--- src/design/tmr_map.svh ---
// constants for the prescaled match/capture timer
// assumes inclusion by bare name from package and modules
`ifndef TMR_MAP_SVH
`define TMR_MAP_SVH
// ----------------------------------------
// widths and reset values
// ----------------------------------------
`define TMR_PRE_W      16
`define TMR_CNT_W      32
`define TMR_NUM_MATCH  3
`define TMR_NUM_CAP    2
`define TMR_CNT_RST    32'h0000_0000
`define TMR_PRE_RST    16'h0000
// ----------------------------------------
// capture edge select field positions
// ----------------------------------------
`define TMR_EDGE_RISE  0
`define TMR_EDGE_FALL  1
`endif

--- src/design/tmr_pkg.sv ---
// types shared by the timer modules
// assumes tmr_map.svh sits beside it
`include "tmr_map.svh"
package tmr_pkg;
    // action on a match
    typedef enum logic [1:0] {
        act_run   = 2'b00,
        act_stop  = 2'b01,
        act_clear = 2'b11
    } match_act_e;
    // timer counts prescaled clock, counter counts input edges
    typedef enum logic {
        mode_timer   = 1'b0,
        mode_counter = 1'b1
    } cnt_mode_e;
    // run state, gray along idle -> running -> stopped
    typedef enum logic [1:0] {
        st_idle    = 2'b00,
        st_run     = 2'b01,
        st_stopped = 2'b11
    } run_st_e;
endpackage

--- src/design/match_capture_timer.sv ---
// prescaled timer with three match and two capture channels
// assumes all control ports synchronous to mclk, held by software
//
// Notes on behaviour
// - peripheral clock through prescaler advances count
// - 32-bit count advanced only by prescaler
// - three 32-bit compares against count
// - per-match optional interrupt request
// - per-match action: run, stop, clear
// - two captures latch count on transition
// - capture interrupt optional and separate
// - timer mode and counter mode selectable
// - debug pause holds prescaler and count
`timescale 1ns/1ps
`include "tmr_map.svh"
module match_capture_timer #(
    parameter int PRE_W = `TMR_PRE_W,
    parameter int CNT_W = `TMR_CNT_W,
    parameter int NM    = `TMR_NUM_MATCH,
    parameter int NC    = `TMR_NUM_CAP
) (
    // clock and reset
    input  wire logic                mclk,
    input  wire logic                rst,
    // control
    input  wire logic                enable,
    input  wire logic                cnt_reset,
    input  wire tmr_pkg::cnt_mode_e  mode,
    input  wire logic                cnt_in,
    input  wire logic [PRE_W-1:0]    pre_term,
    input  wire logic                pause_en,
    input  wire logic                core_debug,
    // match configuration
    input  wire logic [NM*CNT_W-1:0] match_val,
    input  wire logic [NM-1:0]       match_int_en,
    input  wire logic [NM*2-1:0]     match_act,
    // capture configuration
    input  wire logic [NC-1:0]       cap_in,
    input  wire logic [NC*2-1:0]     cap_edge,
    input  wire logic [NC-1:0]       cap_int_en,
    // status
    output logic [CNT_W-1:0]         count,
    output logic [PRE_W-1:0]         prescale,
    output logic                     running,
    output logic [NM-1:0]            match_irq,
    output logic [NC*CNT_W-1:0]      cap_val,
    output logic [NC-1:0]            cap_irq
);
    // ----------------------------------------
    // state
    // ----------------------------------------
    // one record, so reset and update always stay in step
    typedef struct packed {
        tmr_pkg::run_st_e  run;     // run state
        logic [PRE_W-1:0]  pre;     // prescale counter
        logic [CNT_W-1:0]  cnt;     // main count
        logic              in_d;    // last counter input
        logic [NM-1:0]     hit_d;   // equality seen last cycle
        logic [NM-1:0]     irq;     // match pulses
    } tmr_s;
    tmr_s st_r;
    tmr_s st_nxt;

    // ----------------------------------------
    // next state
    // ----------------------------------------
    // one combinational pass builds the whole next state
    logic          tick;      // advance strobe for main count
    logic          hold;      // pause or not running
    logic [NM-1:0] eq;        // raw equality
    logic [NM-1:0] fresh;     // first cycle of equality
    logic          do_stop;
    logic          do_clear;

    always_comb begin
        st_nxt = st_r;
        tick = 1'b0;
        do_stop = 1'b0;
        do_clear = 1'b0;
        hold = (st_r.run != tmr_pkg::st_run) | (pause_en & core_debug);
        // matches are still compared while held; only counting stops
        // run state follows enable; stop sticks until disabled
        case (st_r.run)
            tmr_pkg::st_idle: begin
                if (enable) begin
                    st_nxt.run = tmr_pkg::st_run;
                end
            end
            tmr_pkg::st_run: begin
                if (!enable) begin
                    st_nxt.run = tmr_pkg::st_idle;
                end
            end
            tmr_pkg::st_stopped: begin
                if (!enable) begin
                    st_nxt.run = tmr_pkg::st_idle;
                end
            end
            default: begin
                // unused code falls back to idle
                st_nxt.run = tmr_pkg::st_idle;
            end
        endcase
        // counter input delayed one cycle for edge detection
        st_nxt.in_d = cnt_in;
        // a terminal lowered below the prescale wraps at once
        if (!hold) begin
            if (st_r.pre >= pre_term) begin
                st_nxt.pre = '0;
                tick = 1'b1;
            end else begin
                st_nxt.pre = st_r.pre + 1'b1;
            end
        end
        if (mode == tmr_pkg::mode_counter) begin
            // counter mode: prescaler divides rising input edges
            // a level held high counts once, on its rising edge
            if (!hold) begin
                st_nxt.pre = st_r.pre;
                if (cnt_in & ~st_r.in_d) begin
                    if (st_r.pre >= pre_term) begin
                        st_nxt.pre = '0;
                    end else begin
                        st_nxt.pre = st_r.pre + 1'b1;
                    end
                end
            end
            tick = !hold && cnt_in && !st_r.in_d && (st_r.pre >= pre_term);
        end
        if (tick) begin
            st_nxt.cnt = st_r.cnt + 1'b1;
        end
        // compare values may change at any time; no shadow copy
        // continuous compare
        for (int i = 0; i < NM; i++) begin
            eq[i] = (st_r.cnt == match_val[i*CNT_W +: CNT_W]);
        end
        // a compare value written equal to a held count fires once
        // once per equality
        fresh = eq & ~st_r.hit_d;
        st_nxt.hit_d = eq;
        for (int i = 0; i < NM; i++) begin
            if (fresh[i]) begin
                if (match_act[i*2 +: 2] == tmr_pkg::act_stop) begin
                    do_stop = 1'b1;
                end
                if (match_act[i*2 +: 2] == tmr_pkg::act_clear) begin
                    do_clear = 1'b1;
                end
            end
        end
        st_nxt.irq = fresh & match_int_en;
        // stop freezes count at the matched value
        // the tick of the matching edge is dropped, else the count
        // would stop one past the compare value
        if (do_stop && st_r.run == tmr_pkg::st_run) begin
            st_nxt.run = tmr_pkg::st_stopped;
            st_nxt.cnt = st_r.cnt;
            st_nxt.pre = st_r.pre;
        end
        // clear wins over stop so a stopped count still reads zero
        if (do_clear) begin
            st_nxt.cnt = '0;
            st_nxt.pre = '0;
        end
        // software reset of count and prescaler; level sensitive,
        // so the count stays at zero while it is held high
        if (cnt_reset) begin
            st_nxt.cnt = '0;
            st_nxt.pre = '0;
        end
    end

    // register the whole state
    // async reset so outputs are defined before the first clock
    always_ff @(posedge mclk or posedge rst) begin
        if (rst) begin
            st_r.run <= tmr_pkg::st_idle;
            st_r.pre <= `TMR_PRE_RST;
            st_r.cnt <= `TMR_CNT_RST;
            st_r.in_d <= 1'b0;
            st_r.hit_d <= '0;
            st_r.irq <= '0;
        end else begin
            st_r <= st_nxt;
        end
    end

    // ----------------------------------------
    // capture channels
    // ----------------------------------------
    // captures snoop the count whether or not it is running
    // each channel sees the registered count, so a snapshot
    // shows the value that stood at the sampled input edge
    for (genvar c = 0; c < NC; c++) begin : g_cap
        tmr_capture #(
            .CNT_W (CNT_W)
        ) u_cap (
            .mclk     (mclk),
            .rst      (rst),
            .edge_sel (cap_edge[c*2 +: 2]),
            .int_en   (cap_int_en[c]),
            .cap_in   (cap_in[c]),
            .count    (st_r.cnt),
            .cap_val  (cap_val[c*CNT_W +: CNT_W]),
            .cap_irq  (cap_irq[c])
        );
    end

    // ----------------------------------------
    // outputs
    // ----------------------------------------
    assign count = st_r.cnt;
    assign prescale = st_r.pre;
    assign running = (st_r.run == tmr_pkg::st_run);
    assign match_irq = st_r.irq;
endmodule

--- src/design/tmr_capture.sv ---
// one capture channel: edge detect and snapshot of the count
// assumes inputs synchronous to mclk
`timescale 1ns/1ps
`include "tmr_map.svh"
module tmr_capture #(
    parameter int CNT_W = `TMR_CNT_W
) (
    // clock and reset
    input  wire logic             mclk,
    input  wire logic             rst,
    // control
    input  wire logic [1:0]       edge_sel,
    input  wire logic             int_en,
    // signal and count
    input  wire logic             cap_in,
    input  wire logic [CNT_W-1:0] count,
    // results
    output logic [CNT_W-1:0]      cap_val,
    output logic                  cap_irq
);
    // ----------------------------------------
    // state
    // ----------------------------------------
    typedef struct packed {
        logic             prev;  // last input level
        logic [CNT_W-1:0] val;   // snapshot
        logic             irq;   // one-cycle event
    } cap_s;
    cap_s st_r;
    cap_s st_nxt;
    logic rise;
    logic fall;
    logic hit;

    // next state
    always_comb begin
        rise = cap_in & ~st_r.prev;
        fall = ~cap_in & st_r.prev;
        hit = (rise & edge_sel[`TMR_EDGE_RISE])
            | (fall & edge_sel[`TMR_EDGE_FALL]);
        st_nxt = st_r;
        st_nxt.prev = cap_in;
        if (hit) begin
            st_nxt.val = count;
        end
        st_nxt.irq = hit & int_en;
    end

    // register; prev starts low so an input high at reset is a rise
    always_ff @(posedge mclk or posedge rst) begin
        if (rst) begin
            st_r <= '0;
        end else begin
            st_r <= st_nxt;
        end
    end

    assign cap_val = st_r.val;
    assign cap_irq = st_r.irq;
endmodule

--- config.mk ---
export PLATFORM = sky130hd
export DESIGN_NAME = match_capture_timer
export DESIGN_NICKNAME = d
export VERILOG_FILES = /design/src/design/tmr_pkg.sv /design/src/design/match_capture_timer.sv /design/src/design/tmr_capture.sv
export VERILOG_INCLUDE_DIRS = /design/src /design/src/design
export SDC_FILE = /design/constraint.sdc
export NUM_CORES = 1
export LEC_CHECK = 0
export ABC_AREA = 1
export ABC_CLOCK_PERIOD_IN_PS = 4200
export BUFFER_PORTS_ARGS = -buffer_cell sky130_fd_sc_hd__buf_2
export CORE_AREA = 2 2 168 104
export CTS_BUF_LIST = sky130_fd_sc_hd__clkbuf_4 sky130_fd_sc_hd__clkbuf_8 sky130_fd_sc_hd__clkbuf_16
export DETAILED_ROUTE_END_ITERATION = 16
export DIE_AREA = 0 0 170 106
export PLACE_DENSITY = 0.81
export REMOVE_ABC_BUFFERS = 1
export SLEW_MARGIN = 20
export SYNTH_ARGS = -nofsm -noshare
export SYNTH_HDL_FRONTEND = slang
export SYNTH_SLANG_ARGS = --single-unit
--- constraint.sdc ---
create_clock -name mclk -period 4.2 [get_ports mclk]
set_input_delay 0.21 -clock mclk [delete_from_list [all_inputs] [get_ports mclk]]
set_output_delay 0.21 -clock mclk [all_outputs]
set_load 0.005 [all_outputs]
# [After elaboration in Yosys (flattened, before gate mapping)]
# Index checks and enable logic that the tools add are counted.
[word_totals] ff_bits=125 inputBits=137
[op_classes] addsub=2 order_cmp=1 n_eq_ne=16 mux=27 bitwise_logic=23 n_reduce_logical=12
[ops] operator="$eq 32x32->1" n=3
[ops] operator="$mux 48" n=2
[ops] operator="$mux 16" n=5
[ops] operator="$mux 50" n=1
[ops] operator="$add 32x1->32 const B" n=1
[ops] operator="$mux 32" n=1
[ops] operator="$add 16x1->16 const B" n=1
[ops] operator="$ge 16x16->1" n=1
[ops] operator="$mux 1" n=15
[ops] operator="$and 1x1->1" n=12
[ops] operator="$eq 2x1->1 const B" n=4
[ops] operator="$eq 2x2->1 const B" n=4
[ops] operator="$and 3x3->3" n=2
[ops] operator="$ne 3x3->1 const B" n=2
[ops] operator="$reduce_and 2->1" n=3
[ops] operator="$ne 5x2->1 const B" n=1
[ops] operator="$not 1->1" n=5
[ops] operator="$logic_and 1x1->1" n=4
[ops] operator="$mux 2" n=2
[ops] operator="$pmux 2 s2" n=1
[ops] operator="$ne 3x2->1 const B" n=1
[ops] operator="$not 3->3" n=1
[ops] operator="$or 1x1->1" n=3
[ops] operator="$reduce_bool 3->1" n=1
[ops] operator="4 further kinds" n=5

# [Depth between registers and ports, before layout]
[depth] depth_word=11 depth_mapped=19 mapped_depth_nobuf=18

# [Cells and area by module]
# Synthesis repeated with hierarchy kept, for this count alone.
[unflattened] hier_cells=1229 area_unflattened_um2=9068.7
[by_module_without_submodules] mod="match_capture_timer" n_inst=1 cells_per_inst=861 area_per_inst_um2=5768.0
[by_module_without_submodules] mod="tmr_capture" n_inst=2 cells_per_inst=184 area_per_inst_um2=1650.3

# [Least setup slack after synthesis]
# Ideal clock, no wire load.
[synth_timing] kind="reg-to-reg" start="register st_r (netlist bit prescale[15])" end="register st_r (netlist bit count[11])" setup_time_ns=0.132 arrival_ns=2.120 t_required_ns=4.068 setup_slack_ns=1.948 path_stages_with_launch=14 n_path_buf=1 period_less_slack_ns=2.252 path_cell_list="dfrtp_1 -> ha_1 -> nand2_1 -> inv_1 -> nand3_1 -> nor3_1 -> nand3_1 -> nand3_1 -> nand2_1 -> nor2_1 -> nand2_4 -> nand2_2 -> buf_2 -> o22ai_1"
[synth_via] elab_chain_cells=6 elab_cells_between_ends=7 classes_between="1 x order compare; 3 x mux; 3 x reduce/logical"
[synth_rtl] element="start: declaration" line_no="match_capture_timer.sv:61" rtl="tmr_s st_r;"
[synth_rtl] element="start signal: assignment" line_no="match_capture_timer.sv:185" rtl="st_r <= st_nxt;"
[synth_rtl] element="$ge 16x16->1 *" line_no="match_capture_timer.sv:108, match_capture_timer.sv:128"
[synth_rtl] element="$mux 1" line_no="match_capture_timer.sv:108" rtl="if (st_r.pre >= pre_term) begin"
[synth_rtl] element="$mux 1" line_no="match_capture_timer.sv:107" rtl="if (!hold) begin"
[synth_rtl] element="$mux 1 *" line_no="match_capture_timer.sv:115" rtl="if (mode == tmr_pkg::mode_counter) begin"
[synth_rtl] element="$reduce_bool 3->1 (no source line) *"
[synth_rtl] element="$reduce_and 2->1 (no source line) *"
# Mark *: on every way between the ends. The rest lies on a longest branch, timed or not.
# A chain may end at the register's enable or synchronous reset.

# [Final worst setup path]
[layout_timing] start="register st_r (netlist bit prescale[15])" end="register st_r (netlist bit count[20])"
# The elaborated chain is that of the path after synthesis.

==> qor.yml <==
num_rows: 37
seqCellArea_um2: 3130
synth-xor-area-share: 0.0929
clock_skew_ns: 0.00874
syn_area_um2: 8580
status: "finished, violations left"
drive_gt1_frac: 0.251
die_h_um: 106
dr_total_vias: 7576
grt_overflow: 0
coreArea_um2: 16700
finalPower_mw: 3.15
cts-root-buf: "clkbuf_16"
grt_pass1_wl_um: 38600
period_minus_slack_ns: 3.29
cts_tree: "yes"
whs_ns: -0.0217
drc: 0
ios: 255
grtUsageTotal: 0.282
cp_max_fo: 32
synth-edff-count: 0
reg2reg_depth: 14
cts.repair.resized: 0
hold_violations: 15
grt_max_degree: 96
io_buffers: 254
critical_path_class: "reg2reg"
synth_top_family_by_area: "simple AND/OR/NAND/NOR gates"
ys_seq_area_frac: 0.364
cts_buffers: 17
fin_nets: 1411
yosys.area_share.adder: 0.0262
ant_nets: 0
setup_viol: 0
cp.arrival_ns: 3.60
maxSlewHeadroom: 0.410
clkSlewWorstSetupHoldPaths_ns: 0.06
design_area_um2: 9720
dp_hpwl_um: 19200
synthFlopType: "dfrtp_1"
multi_input_area_um2: 3830
drt_iter0_markers: 533
yosysUniqueCellTypes: 40
cp_data_required_time_ns: 4.51
worstReg2RegEnd: "count[20]"
syn_inst: 1140
ys_ff_latch: 125
avgSynthCellArea_um2: 7.53
cts.sinks: 125
crit_end: "count[20]"
fmax_ghz: 0.304
die_area_um2: 18000
clock_tree.buffer_depth: 2
gp_congestion: 0.956
wirelength_um: 25300
p_leak_nw: 5.16
power.density_nw_per_um2: 324
fill_cells: 1551
antenna_found_initial: 7
synth-async-reset-ratio: 1.00
drt_first_pass_iters: 5
fin_tns_setup_ns: 0
htreeDepth: 4
placed_area_um2: 9010
insertion_delay_ns: 0.42
worst_pin_slew_ns: 0.885
maxCapViolCount: 0
wl_per_cell_um: 17.0
synth_compound_area_frac: 0.0818
slew_violations: 0
rsz0062_at_grt: "no"
violations: "hold timing"
crit_path_end_kind: "flip-flop"
grt_pass1_vias: 7035
period_share: 0.783
peakVddDrop_mv: 0.262
viasPerCell: 5.09
die_w_um: 170
crit_start: "prescale[15]"
cp-start-kind: "flip-flop"
synth_warnings: 0
reg2reg_slack_ns: 0.91
area_growth_pct: 13.2
min_path_type: "in2async"
initial_core_util: 0.515
synth-simple-area-share: 0.243
synth.mux.area_fraction: 0.00117
r2r-start: "prescale[15]"
[metal layers]
| metal | vias to the layer above | global-route usage | wire (um) |
|---|---|---|---|
| met2 | 336 | 0.424 | 10700 |
| li1 | 3690 | - | - |
| met5 | - | 0 | 13 |
| met3 | 24 | 0.101 | 2680 |
| met1 | 3524 | 0.393 | 11700 |
| met4 | 2 | 0.0556 | 234 |
[cell usage after synthesis (3+ instances only)]
library cell	count	area, um^2
buf_6	5	56.3
nor3_1	15	75.1
nand2_1	311	1170
nor2_1	78	293
o21ai_1	12	60.1
xnor2_1	57	499
dfrtp_1	125	3130
inv_2	4	15.0
and3_1	4	25.0
or2_0	3	18.8
ha_1	18	225
nand3_1	45	225
nor4_1	7	43.8
clkbuf_2	5	25.0
buf_4	123	923
nand4_1	16	100
inv_1	126	473
a21oi_1	7	35.0
o22ai_2	9	113
o21ai_0	72	360
o22ai_1	13	81.3
xor2_1	34	298
clkbuf_1	12	45.0
buf_2	19	95.1
[power by group]
| part | total, mW | internal, mW | switching (mW) | leakage, nW |
|---|---|---|---|---|
| logic | 0.284 | 0.111 | 0.174 | 3.11 |
| registers | 1.22 | 1.21 | 0.00973 | 1.73 |
| clock network | 1.64 | 1.06 | 0.579 | 0.310 |
[sequential cells by signal, summed over array words and instances, names as in the netlist]
signal,count
count,32
g_cap.u_cap.cap_irq,2
g_cap.u_cap.cap_val,64
g_cap.u_cap.st_r,2
match_irq,3
prescale,16
st_r,6
[worst max-delay path, stage by stage (launching register included)]
cell     delay (ns)
dfrtp_1        0.43
ha_1           0.31
nand2_1        0.07
inv_1          0.05
nand3_1        0.12
nor3_1         0.30
nand3_1        0.13
nand3_1        0.13
nand2_1        0.12
nor2_1         0.39
nand2_4        0.13
nand2_2        0.61
nand3_1        0.22
nand2_1        0.12
inv_1          0.04
[cells by family (layout without fill, tap and decap cells)]
logic type	after synthesis	after routing
compound gates	120	120
xor+xnor	91	91
fa+ha+maj	18	18
buf+inv	294	423
flops	125	125
mux	1	1
other cells	0	5
simple gates	491	491
[worst min-delay path by stage]
stage | start | slack (ns) | depth (start not counted) | endpoint
after floorplan | cap_in[0] | 0.24 | 0 | g_cap[0].u_cap.st_r[33]
after global placement | cnt_in | 0.33 | 1 | st_r[6]
after detailed placement | cnt_in | 0.34 | 1 | st_r[6]
after CTS | cap_int_en[0] | 0.002 | 3 | g_cap[0].u_cap.cap_irq
after global routing | cap_int_en[0] | 0.03 | 3 | g_cap[0].u_cap.cap_irq
final | rst | -0.02 | 2 | g_cap[0].u_cap.st_r[33]
[layout make-up]
class / instances / share of cell area
diodes: 5 / 0.00129
clock buffers: 18 / 0.0446
clock inverters: 14 / 0.0224
inverters: 130 / 0.0507
multi-input cells: 721 / 0.394
flip-flops and latches: 125 / 0.322
well taps: 214 / 0.0276
repair buffers: 261 / 0.137
[through the flow]
step                instances  utilization  hold WS (ns)  setup slack, ns
global placement         1447        0.541         0.334             1.06
global route             1485        0.583        0.0274            0.704
finish                   1488        0.583       -0.0217            0.913
detailed placement       1447        0.541         0.340            0.999
CTS                      1483        0.582       0.00170            0.994
floorplan                 976            -         0.241            0.662
[layout by cell type, fill, tap and decap left out, types with 4 or more instances in the layout]
cell	synthesis	final
a21oi_1	7	7
and3_1	4	4
buf_2	19	254
bufinv_16	0	5
clkbuf_16	0	17
dfrtp_1	125	125
diode_2	0	5
dlygate4sd3_1	0	4
ha_1	18	18
inv_1	126	125
inv_2	4	4
nand2_1	311	309
nand3_1	45	45
nand4_1	16	16
nor2_1	78	78
nor3_1	15	15
nor4_1	7	7
o21ai_0	72	72
o21ai_1	12	12
o22ai_1	13	13
o22ai_2	9	9
xnor2_1	57	57
xor2_1	34	34
[repair_timing]
action,CTS,global route
setup buffers,0,0
endpoints found under the hold margin,4,0
hold buffers,4,0
(Power assumes the default switching activity.)
